### src/inc/umf_pkg.sv
// Purpose: Constants and types for the modem status, flow threshold and divisor register block.
// Assumes: One UART channel, one clock, register port with read data one cycle after the strobe.
// Notes: Contract
// Contract
// - Delta bits 0, 1, 3 set on any change of CTS, DSR, CD.
// - Delta bit 2 sets only when ring input rises, never on its fall.
// - Any set delta flag raises modem interrupt when interrupt enable bit 3 set.
// - Auto CTS: high CTS halts transmitter after current character; low resumes.
// - Status bit 4 is inverted CTS, or modem control RTS bit in loopback.
// - Status bit 5 is inverted DSR, or modem control DTR bit in loopback.
// - Status bit 6 is inverted ring input, or modem control bit 2 in loopback.
// - Status bit 7 is inverted carrier detect, or modem control bit 3 in loopback.
// - Scratch register holds host writes, resets to all ones.
// - Flow threshold replaces modem status only with modem control bit 6 and enhance.
// - Halt level is low nibble times four; count at or above halts flow.
// - Resume level is high nibble times four; count at or below resumes flow.
// - Trigger register replaces scratch under select conditions; writes need enhance bit.
// - Nonzero low trigger nibble times four is transmit trigger; zero uses fifo control.
// - Nonzero high trigger nibble times four is receive trigger; zero uses fifo control.
// - Receive timeout interrupt when fifo holds a byte and input idled long.
// - Divisor is high and low bytes plus fraction nibble over sixteen.
// - Fraction divisor register reachable only while enhance bit is set.
// - Offset seven shows scratch, trigger or fifo ready by select bits.
// - Line control bit 7 selects divisor registers over data registers.
package umf_pkg;
	localparam logic [2:0] ADDR_DATA_DIV_LOW = 3'h0;
	localparam logic [2:0] ADDR_IER_DIV_HIGH = 3'h1;
	localparam logic [2:0] ADDR_FCR_EFR_FRAC = 3'h2;
	localparam logic [2:0] ADDR_LINE_CONTROL = 3'h3;
	localparam logic [2:0] ADDR_MODEM_CONTROL = 3'h4;
	localparam logic [2:0] ADDR_MODEM_STATUS = 3'h6;
	localparam logic [2:0] ADDR_SCRATCH = 3'h7;
	localparam logic [7:0] LCR_ENHANCED_KEY = 8'hBF;
	localparam int LCR_DIVISOR_BIT = 7;
	localparam int EFR_ENHANCE_BIT = 4;
	localparam int EFR_AUTO_RTS_BIT = 6;
	localparam int EFR_AUTO_CTS_BIT = 7;
	localparam int MCR_DTR_BIT = 0;
	localparam int MCR_RTS_BIT = 1;
	localparam int MCR_OUT1_BIT = 2;
	localparam int MCR_OUT2_BIT = 3;
	localparam int MCR_LOOP_BIT = 4;
	localparam int MCR_ACCESS_BIT = 6;
	localparam int IER_MODEM_BIT = 3;
	localparam logic [7:0] SCRATCH_RESET = 8'hFF;
	localparam logic [7:0] ZERO_RESET = 8'h00;
	localparam logic [6:0] LEVEL_ZERO = 7'h00;
	localparam logic [6:0] TX_LEVEL_FCR0 = 7'h08;
	localparam logic [6:0] TX_LEVEL_FCR1 = 7'h10;
	localparam logic [6:0] TX_LEVEL_FCR2 = 7'h20;
	localparam logic [6:0] TX_LEVEL_FCR3 = 7'h30;
	localparam logic [6:0] RX_LEVEL_FCR0 = 7'h08;
	localparam logic [6:0] RX_LEVEL_FCR1 = 7'h10;
	localparam logic [6:0] RX_LEVEL_FCR2 = 7'h20;
	localparam logic [6:0] RX_LEVEL_FCR3 = 7'h30;

	typedef struct packed {
		logic [2:0] addr;
		logic [7:0] wdata;
		logic wr;
		logic rd;
	} umf_bus_req_t;

	typedef struct packed {
		logic cd_n;
		logic ri_n;
		logic dsr_n;
		logic cts_n;
	} umf_modem_pins_t;

	typedef struct packed {
		logic [15:0] whole;
		logic [3:0] fraction;
	} umf_divisor_t;

	typedef enum logic {
		UMF_FLOW_RUN = 1'b0,
		UMF_FLOW_HALT = 1'b1
	} umf_flow_state_t;
endpackage

### src/verilog/umf_modem_flow.sv
// Purpose: Modem status, scratch, flow thresholds, trigger levels and baud divisor of one UART channel.
// Assumes: Fifo counts, transmitter busy and idle timeout come from logic on core_clk.
// Notes: Modem pins are asynchronous and pass a three flop filter.
`timescale 1ns/1ns
module umf_modem_flow (
	input wire logic core_clk,
	input wire logic rst_b,
	input wire umf_pkg::umf_bus_req_t bus_req,
	output logic [7:0] rdata,
	input wire umf_pkg::umf_modem_pins_t modem_pins,
	input wire logic [6:0] rx_fifo_count,
	input wire logic [6:0] tx_fifo_free,
	input wire logic tx_char_busy,
	input wire logic rx_idle_timeout,
	output logic rts_n,
	output logic dtr_n,
	output logic tx_halt,
	output logic send_xoff,
	output logic send_xon,
	output umf_pkg::umf_divisor_t baud_divisor,
	output logic modem_irq,
	output logic tx_ready_irq,
	output logic rx_ready_irq,
	output logic rx_timeout_irq
);
	logic [7:0] line_control;
	logic [7:0] modem_control;
	logic [7:0] enhanced_feature_control;
	logic [7:0] interrupt_enable;
	logic [7:0] fifo_control;
	logic [7:0] scratch_pad;
	logic [7:0] flow_threshold;
	logic [7:0] fifo_trigger_levels;
	logic [7:0] divisor_low;
	logic [7:0] divisor_high;
	logic [7:0] divisor_fraction;
	logic [3:0] sync1;
	logic [3:0] sync2;
	logic [3:0] sync3;
	logic [3:0] pin_level;
	logic [3:0] status_prev;
	logic [3:0] status_now;
	logic [3:0] delta;
	logic [3:0] next_delta_set;
	logic [7:0] modem_status;
	logic [7:0] next_rdata;
	logic enhance;
	logic efr_sel;
	logic div_sel;
	logic threshold_sel;
	logic fifo_rdy_sel;
	logic trigger_sel;
	logic status_read;
	logic [6:0] halt_level;
	logic [6:0] resume_level;
	logic [6:0] tx_trigger;
	logic [6:0] rx_trigger;
	logic [7:0] fifo_ready;
	umf_pkg::umf_flow_state_t flow_state;
	umf_pkg::umf_flow_state_t next_flow_state;

	function automatic logic [6:0] umf_level(input logic [3:0] nib, input logic [1:0] sel, input logic is_rx);
		logic [6:0] fallback;
		fallback = umf_pkg::LEVEL_ZERO;
		unique case (sel)
			2'b00: fallback = is_rx ? umf_pkg::RX_LEVEL_FCR0 : umf_pkg::TX_LEVEL_FCR0;
			2'b01: fallback = is_rx ? umf_pkg::RX_LEVEL_FCR1 : umf_pkg::TX_LEVEL_FCR1;
			2'b10: fallback = is_rx ? umf_pkg::RX_LEVEL_FCR2 : umf_pkg::TX_LEVEL_FCR2;
			2'b11: fallback = is_rx ? umf_pkg::RX_LEVEL_FCR3 : umf_pkg::TX_LEVEL_FCR3;
		endcase
		return (nib != 4'h0) ? {1'b0, nib, 2'b00} : fallback;
	endfunction

	// Address decode of the shared offsets.
	assign enhance = enhanced_feature_control[umf_pkg::EFR_ENHANCE_BIT];
	assign efr_sel = (line_control == umf_pkg::LCR_ENHANCED_KEY);
	assign div_sel = line_control[umf_pkg::LCR_DIVISOR_BIT] && !efr_sel;
	assign threshold_sel = enhance && modem_control[umf_pkg::MCR_ACCESS_BIT];
	assign fifo_rdy_sel = !modem_control[umf_pkg::MCR_LOOP_BIT] && modem_control[umf_pkg::MCR_OUT1_BIT];
	assign trigger_sel = threshold_sel && !fifo_rdy_sel;
	assign status_read = bus_req.rd && (bus_req.addr == umf_pkg::ADDR_MODEM_STATUS) && !threshold_sel;

	// Three flop filter on the modem pins; the second and third flops must agree.
	genvar gi;
	generate
		for (gi = 0; gi < 4; gi++) begin : g_pin
			always_ff @(posedge core_clk or negedge rst_b) begin
				if (!rst_b) begin
					sync1[gi] <= 1'b1;
					sync2[gi] <= 1'b1;
					sync3[gi] <= 1'b1;
					pin_level[gi] <= 1'b1;
				end else begin
					sync1[gi] <= modem_pins[gi];
					sync2[gi] <= sync1[gi];
					sync3[gi] <= sync2[gi];
					if (sync2[gi] == sync3[gi]) begin
						pin_level[gi] <= sync3[gi];
					end
				end
			end
		end
	endgenerate

	// Live status: inverted pins, or modem control bits in loopback.
	always_comb begin
		if (modem_control[umf_pkg::MCR_LOOP_BIT]) begin
			status_now = {modem_control[umf_pkg::MCR_OUT2_BIT], modem_control[umf_pkg::MCR_OUT1_BIT],
				modem_control[umf_pkg::MCR_DTR_BIT], modem_control[umf_pkg::MCR_RTS_BIT]};
		end else begin
			status_now = ~pin_level;
		end
	end

	// Delta events; ring only on input rising, which is status falling.
	always_comb begin
		next_delta_set[0] = status_now[0] ^ status_prev[0];
		next_delta_set[1] = status_now[1] ^ status_prev[1];
		next_delta_set[2] = status_prev[2] && !status_now[2];
		next_delta_set[3] = status_now[3] ^ status_prev[3];
	end

	always_ff @(posedge core_clk or negedge rst_b) begin
		if (!rst_b) begin
			status_prev <= 4'h0;
		end else begin
			status_prev <= status_now;
		end
	end

	// A read clears the flags, but a change in the same cycle still sets.
	always_ff @(posedge core_clk or negedge rst_b) begin
		if (!rst_b) begin
			delta <= 4'h0;
		end else begin
			delta <= (status_read ? 4'h0 : delta) | next_delta_set;
		end
	end

	assign modem_status = {status_now, delta};

	// Register writes.
	always_ff @(posedge core_clk or negedge rst_b) begin
		if (!rst_b) begin
			line_control <= umf_pkg::ZERO_RESET;
			modem_control <= umf_pkg::ZERO_RESET;
			enhanced_feature_control <= umf_pkg::ZERO_RESET;
			interrupt_enable <= umf_pkg::ZERO_RESET;
			fifo_control <= umf_pkg::ZERO_RESET;
			divisor_low <= umf_pkg::ZERO_RESET;
			divisor_high <= umf_pkg::ZERO_RESET;
			divisor_fraction <= umf_pkg::ZERO_RESET;
		end else if (bus_req.wr) begin
			unique case (bus_req.addr)
				umf_pkg::ADDR_DATA_DIV_LOW: begin
					if (div_sel) begin
						divisor_low <= bus_req.wdata;
					end
				end
				umf_pkg::ADDR_IER_DIV_HIGH: begin
					if (div_sel) begin
						divisor_high <= bus_req.wdata;
					end else if (!efr_sel) begin
						interrupt_enable[3:0] <= bus_req.wdata[3:0];
						if (enhance) begin
							interrupt_enable[7:4] <= bus_req.wdata[7:4];
						end
					end
				end
				umf_pkg::ADDR_FCR_EFR_FRAC: begin
					if (efr_sel) begin
						enhanced_feature_control <= bus_req.wdata;
					end else if (div_sel) begin
						if (enhance) begin
							divisor_fraction <= bus_req.wdata;
						end
					end else begin
						fifo_control[7:6] <= bus_req.wdata[7:6];
						fifo_control[3:0] <= bus_req.wdata[3:0];
						if (enhance) begin
							fifo_control[5:4] <= bus_req.wdata[5:4];
						end
					end
				end
				umf_pkg::ADDR_LINE_CONTROL: begin
					line_control <= bus_req.wdata;
				end
				umf_pkg::ADDR_MODEM_CONTROL: begin
					modem_control[4:0] <= bus_req.wdata[4:0];
					if (enhance) begin
						modem_control[7:5] <= bus_req.wdata[7:5];
					end
				end
				default: begin
				end
			endcase
		end
	end

	// Scratch, thresholds and triggers; the scratch keeps its value except on writes.
	always_ff @(posedge core_clk or negedge rst_b) begin
		if (!rst_b) begin
			scratch_pad <= umf_pkg::SCRATCH_RESET;
			flow_threshold <= umf_pkg::ZERO_RESET;
			fifo_trigger_levels <= umf_pkg::ZERO_RESET;
		end else if (bus_req.wr && !efr_sel) begin
			if (bus_req.addr == umf_pkg::ADDR_MODEM_STATUS && threshold_sel) begin
				flow_threshold <= bus_req.wdata;
			end
			if (bus_req.addr == umf_pkg::ADDR_SCRATCH) begin
				if (trigger_sel) begin
					fifo_trigger_levels <= bus_req.wdata;
				end else if (!fifo_rdy_sel) begin
					scratch_pad <= bus_req.wdata;
				end
			end
		end
	end

	// Register reads, answered in the cycle after the strobe.
	always_comb begin
		next_rdata = umf_pkg::ZERO_RESET;
		unique case (bus_req.addr)
			umf_pkg::ADDR_DATA_DIV_LOW: next_rdata = div_sel ? divisor_low : umf_pkg::ZERO_RESET;
			umf_pkg::ADDR_IER_DIV_HIGH: next_rdata = div_sel ? divisor_high : interrupt_enable;
			umf_pkg::ADDR_FCR_EFR_FRAC: begin
				if (efr_sel) begin
					next_rdata = enhanced_feature_control;
				end else if (div_sel && enhance) begin
					next_rdata = divisor_fraction;
				end
			end
			umf_pkg::ADDR_LINE_CONTROL: next_rdata = line_control;
			umf_pkg::ADDR_MODEM_CONTROL: next_rdata = modem_control;
			umf_pkg::ADDR_MODEM_STATUS: next_rdata = threshold_sel ? flow_threshold : modem_status;
			umf_pkg::ADDR_SCRATCH: begin
				if (fifo_rdy_sel) begin
					next_rdata = fifo_ready;
				end else if (trigger_sel) begin
					next_rdata = fifo_trigger_levels;
				end else begin
					next_rdata = scratch_pad;
				end
			end
			default: next_rdata = umf_pkg::ZERO_RESET;
		endcase
	end

	always_ff @(posedge core_clk or negedge rst_b) begin
		if (!rst_b) begin
			rdata <= umf_pkg::ZERO_RESET;
		end else begin
			rdata <= bus_req.rd ? next_rdata : umf_pkg::ZERO_RESET;
		end
	end

	// Receive flow control with halt and resume thresholds.
	assign halt_level = {1'b0, flow_threshold[3:0], 2'b00};
	assign resume_level = {1'b0, flow_threshold[7:4], 2'b00};

	always_comb begin
		next_flow_state = flow_state;
		unique case (flow_state)
			umf_pkg::UMF_FLOW_RUN: begin
				if (rx_fifo_count >= halt_level) begin
					next_flow_state = umf_pkg::UMF_FLOW_HALT;
				end
			end
			umf_pkg::UMF_FLOW_HALT: begin
				if (rx_fifo_count <= resume_level) begin
					next_flow_state = umf_pkg::UMF_FLOW_RUN;
				end
			end
		endcase
	end

	always_ff @(posedge core_clk or negedge rst_b) begin
		if (!rst_b) begin
			flow_state <= umf_pkg::UMF_FLOW_RUN;
			send_xoff <= 1'b0;
			send_xon <= 1'b0;
		end else begin
			flow_state <= next_flow_state;
			send_xoff <= (|enhanced_feature_control[3:2]) && flow_state == umf_pkg::UMF_FLOW_RUN
				&& next_flow_state == umf_pkg::UMF_FLOW_HALT;
			send_xon <= (|enhanced_feature_control[3:2]) && flow_state == umf_pkg::UMF_FLOW_HALT
				&& next_flow_state == umf_pkg::UMF_FLOW_RUN;
		end
	end

	// Modem outputs; loopback holds them inactive.
	always_ff @(posedge core_clk or negedge rst_b) begin
		if (!rst_b) begin
			rts_n <= 1'b1;
			dtr_n <= 1'b1;
		end else begin
			rts_n <= modem_control[umf_pkg::MCR_LOOP_BIT] || !modem_control[umf_pkg::MCR_RTS_BIT]
				|| (enhanced_feature_control[umf_pkg::EFR_AUTO_RTS_BIT]
				&& flow_state == umf_pkg::UMF_FLOW_HALT);
			dtr_n <= modem_control[umf_pkg::MCR_LOOP_BIT] || !modem_control[umf_pkg::MCR_DTR_BIT];
		end
	end

	// Transmit halt changes only between characters.
	always_ff @(posedge core_clk or negedge rst_b) begin
		if (!rst_b) begin
			tx_halt <= 1'b0;
		end else if (!tx_char_busy) begin
			tx_halt <= enhanced_feature_control[umf_pkg::EFR_AUTO_CTS_BIT] && !status_now[0];
		end
	end

	// Trigger levels and interrupts.
	assign tx_trigger = umf_level(fifo_trigger_levels[3:0], fifo_control[5:4], 1'b0);
	assign rx_trigger = umf_level(fifo_trigger_levels[7:4], fifo_control[7:6], 1'b1);
	assign fifo_ready = {6'h00, rx_fifo_count >= rx_trigger, tx_fifo_free >= tx_trigger};

	always_ff @(posedge core_clk or negedge rst_b) begin
		if (!rst_b) begin
			modem_irq <= 1'b0;
			tx_ready_irq <= 1'b0;
			rx_ready_irq <= 1'b0;
			rx_timeout_irq <= 1'b0;
		end else begin
			modem_irq <= (|delta) && interrupt_enable[umf_pkg::IER_MODEM_BIT];
			tx_ready_irq <= tx_fifo_free >= tx_trigger;
			rx_ready_irq <= rx_fifo_count >= rx_trigger;
			rx_timeout_irq <= (rx_fifo_count != 7'h00) && rx_idle_timeout;
		end
	end

	assign baud_divisor = {divisor_high, divisor_low, divisor_fraction[3:0]};

	chk_modem_irq_follow: assert property (@(posedge core_clk) disable iff (!rst_b)
		##1 modem_irq == $past((|delta) && interrupt_enable[umf_pkg::IER_MODEM_BIT]))
		else $error("modem interrupt does not follow flags and enable");
	chk_ring_fall_ignored: assert property (@(posedge core_clk) disable iff (!rst_b)
		(!status_prev[2] && status_now[2] && !delta[2]) |=> !delta[2])
		else $error("ring flag set on falling ring input");
	chk_cts_change_flag: assert property (@(posedge core_clk) disable iff (!rst_b)
		(status_now[0] != status_prev[0]) |=> delta[0])
		else $error("clear to send change not flagged");
	chk_status_read_clear: assert property (@(posedge core_clk) disable iff (!rst_b)
		(status_read && next_delta_set == 4'h0) |=> delta == 4'h0)
		else $error("status read did not clear flags");
	chk_loop_status_bits: assert property (@(posedge core_clk) disable iff (!rst_b)
		modem_control[umf_pkg::MCR_LOOP_BIT] |-> modem_status[4] == modem_control[umf_pkg::MCR_RTS_BIT])
		else $error("loopback status bit does not track request to send");
	chk_scratch_hold: assert property (@(posedge core_clk) disable iff (!rst_b)
		!(bus_req.wr && bus_req.addr == umf_pkg::ADDR_SCRATCH) |=> scratch_pad == $past(scratch_pad))
		else $error("scratch changed without a write");
	chk_halt_threshold: assert property (@(posedge core_clk) disable iff (!rst_b)
		(flow_state == umf_pkg::UMF_FLOW_RUN && rx_fifo_count >= halt_level) |=> flow_state == umf_pkg::UMF_FLOW_HALT)
		else $error("flow not halted at halt level");
	chk_resume_threshold: assert property (@(posedge core_clk) disable iff (!rst_b)
		(flow_state == umf_pkg::UMF_FLOW_HALT && rx_fifo_count <= resume_level) |=> flow_state == umf_pkg::UMF_FLOW_RUN)
		else $error("flow not resumed at resume level");
	chk_cts_halt_wait: assert property (@(posedge core_clk) disable iff (!rst_b)
		tx_char_busy |=> $stable(tx_halt))
		else $error("transmit halt changed mid character");
	chk_timeout_irq: assert property (@(posedge core_clk) disable iff (!rst_b)
		(rx_idle_timeout && rx_fifo_count != 7'h00) |=> rx_timeout_irq)
		else $error("receive timeout interrupt missing");
	chk_fraction_guard: assert property (@(posedge core_clk) disable iff (!rst_b)
		!enhance |=> $stable(divisor_fraction))
		else $error("fraction divisor written without enhance");
endmodule

### config.mk
export PLATFORM = sky130hd
export DESIGN_NAME = umf_modem_flow
export DESIGN_NICKNAME = d
export VERILOG_FILES = /design/src/inc/umf_pkg.sv /design/src/verilog/umf_modem_flow.sv
export SDC_FILE = /design/constraint.sdc
export NUM_CORES = 1
export LEC_CHECK = 0
export BUFFER_PORTS_ARGS = -buffer_cell sky130_fd_sc_hd__buf_2
export CAP_MARGIN = 20
export CORE_UTILIZATION = 54
export CTS_CLUSTER_DIAMETER = 150
export DETAILED_ROUTE_END_ITERATION = 16
export GPL_TIMING_DRIVEN = 0
export PLACE_DENSITY_LB_ADDON = 0.12
export SLEW_MARGIN = 20
export SYNTH_ARGS = -nofsm -noshare
export SYNTH_HDL_FRONTEND = slang
export SYNTH_SLANG_ARGS = --single-unit
export TNS_END_PERCENT = 20
### constraint.sdc
create_clock -name core_clk -period 2.9 [get_ports core_clk]
set_input_delay 0.29 -clock core_clk [delete_from_list [all_inputs] [get_ports core_clk]]
set_output_delay 0.29 -clock core_clk [all_outputs]
set_load 0.01 [all_outputs]
==> out/qor.yml <==
drt:
  drt-vias-per-instance: 5.764
  first_iter_violations: 283
  num_vias: 4156
  drtAntennaViolNets: 0
  drt_wl_total_mm: 14.50
  drtPass1Iterations: 6
  wl_per_cell_um: 20.11
  post-route-drc-count: 0
global_routing:
  grt_max_degree: 67
  grt_usage: 0.2746
  overflow: 0
  grt_pass1_wl_mm: 22.72
  grt_pass1_vias: 4192
  grt_antenna_before_repair: 0
setup_path:
  path_delay_family: "simple AND/OR/NAND/NOR gates"
  crit_path_end_kind: "flip-flop"
  startpoint_type: "flip-flop"
  crit_top_cell: "a21oi_1"
  crit_buf_inv: 0
  cpMaxStageDelayCell: "or4_1"
  critPathKind: "reg -> reg"
  crit_arrival_ns: 2.72
  cp.required_ns: 3.29
  slowest_delay_ns: 0.53
  cp_max_fo: 3
  path_cells: "nor4_1 > a21oi_1 > ha_1 > nand2b_1 > a21oi_1 > or4_1 > o211ai_1 > a31oi_1"
die:
  die_area_um2: 11460
  initial_core_util: 0.5669
  rows: 37
  core_area_um2: 10510
  die_x_um: 107.0
  fp.dieH_um: 107.0
  num_io_pins: 72
place:
  place.gp.congestion: 0.9159
  io_buffers: 66
  hpwlAfterDp_mm: 10.15
  place_inst: 676
cells_and_area:
  syn_to_final_growth_pct: 20.08
  n_antenna_cell: 0
  nets: 623
  layout-drive-gt1-share: 0.4120
  final_util: 0.6807
  fin_cells: 721
synthesis:
  synth_area_leaders: "dfrtp_1 42%, mux2_2 16%, dfstp_2 11%"
  synth_top_area_cell: "dfrtp_1"
  ys_seq_area_frac: 0.5348
  synth_top_area_share: 0.4201
  synth_warnings: 0
  synth-seq-cells: 126
  synthArstFlopShare: 1.000
  synthFlopType: "dfrtp_1"
  syn_area_per_cell_um2: 12.59
  synth_most_common_cell: "dfrtp_1"
  syn_nets: 524
  synth_common_cells: "100 x dfrtp_1, 82 x mux2_2, 29 x nand2_1"
  synth.distinct_cells: 61
  synth_edf_count: 0
  synth_area_um2: 5957
  netlist_instances: 473
cts:
  path_clk_slew_ns: 0.06
  cts_setup_buffers: 0
  postCtsHoldBufs: 13
  cts_htree_levels: 4
  worstSkewPairLatency_ns: 0.54
  root_buffer: "clkbuf_8"
  cts_buffer_depth: 2
  tritoncts: "built"
  cts_buffers: 17
  clock_sinks: 126
  post_cts_resize_count: 0
timing:
  fin_skew_ns: 0.01222
  fin_crit_ns: 2.330
  final.period_utilization: 0.8036
  setup_viol: 0
  hold_violations: 0
  grt_setup_unrepaired: "false"
  fmax_ghz: 0.4291
  whs_ns: 0.07844
  worst_slew_pin_slew_ns: 0.8249
  max_slew_margin: 0.4463
  maxSlewViolCount: 0
power:
  p_leak_nw: 3.413
  ir_drop_mv: 0.4457
  p_per_area_nw_per_um2: 684.1
  power_mw: 4.893
worst_hold_path:
  hp-class: "in -> reg"
flow_run:
  max_cap_violations: 0
run_status:
  outcome: "completed"
==> metrics by stage <==
stage	cell area (µm²)	setup TNS, ns	worst slack [ns]
after floorplan	5957	0	0.9194
after global placement	6457	-2.323	-0.03044
after detailed placement	6491	0	0.6600
after CTS	7153	0	0.5704
after global routing	7153	0	0.3758
final	7153	0	0.5696
==> final timing paths <==
path	from	end	slack, ns	cells after the start
worst max-delay path	fifo_control[7]$_DFFE_PN0P_	rdata[1]$_DFF_PN0_	0.57	8
worst min-delay path	rx_fifo_count[4]	rx_timeout_irq$_DFF_PN0_	0.08	2
worst max register to register	fifo_control[7]$_DFFE_PN0P_	rdata[1]$_DFF_PN0_	0.57	8
worst min register to register	sync1[2]$_DFF_PN1_	sync2[2]$_DFF_PN1_	0.35	0
max in group asynchronous	rst_b	pin_level[0]$_DFFE_PN1N_	1.86	3
min in group asynchronous	rst_b	fifo_trigger_levels[5]$_DFFE_PN0P_	0.30	2
==> state kept, by name, indices dropped and copies added, names as in the netlist, 4 cells and up <==
signal                    cells
status_prev                   4
interrupt_enable              8
pin_level                     4
scratch_pad                   8
enhanced_feature_control      8
modem_control                 8
flow_threshold                8
rdata                         8
delta                         4
divisor_high                  8
fifo_trigger_levels           8
sync1                         4
line_control                  8
fifo_control                  4
divisor_low                   8
sync3                         4
sync2                         4
divisor_fraction              8
==> placed cells by master, fill, tap and decap left out, types with 5 or more instances in the layout <==
master,instances
dfrtp_1,100
mux2_2,82
buf_2,78
nand2_1,29
dfstp_2,26
inv_1,19
mux2i_1,17
clkbuf_16,17
o21ai_0,16
ha_1,16
clkbuf_1,15
dlygate4sd3_1,13
a31oi_1,11
a21oi_1,11
nor2_1,9
nand3_1,9
mux2_4,9
a22oi_1,8
nand4_1,6
and3_1,6
a221oi_1,5
buf_4,5
==> power breakdown <==
part           switching (mW)  internal (mW)
Clock                   0.732           1.17
Sequential              0.162           2.04
Combinational           0.418          0.378
Total                    1.31           3.58
==> per-layer routing <==
metal | global-route usage | up-vias | share of wire
li1 | - | 1914 | -
met1 | 0.3613 | 2093 | 0.44
met2 | 0.4392 | 123 | 0.50
met3 | 0.06079 | 26 | 0.047
met4 | 0.1164 | 0 | 0.022
met5 | 0 | - | 0
==> cells by family (layout without fill, tap and decap cells) <==
group	Yosys count	after routing	share of synthesized area
buffers and inverters	48	160	0.03739
DFF	126	126	0.5348
xor gates and xnor gates	3	3	0.004412
adders and majority gates	20	20	0.04033
and+or+nand+nor	99	99	0.09872
muxes	108	108	0.2063
AOI/OAI and AO/OA	69	69	0.07814
==> cell type report <==
type / instances / area [µm²]
fillers: 787 / 3356
flip-flops and latches: 126 / 3186
multi-input cells: 299 / 2549
clock buffers: 27 / 503.0
repair buffers: 80 / 494.2
well taps: 136 / 170.2
plain buffers: 29 / 151.4
inverters: 19 / 71.32
clock inverters: 5 / 28.78
(Power assumes the default switching activity.)
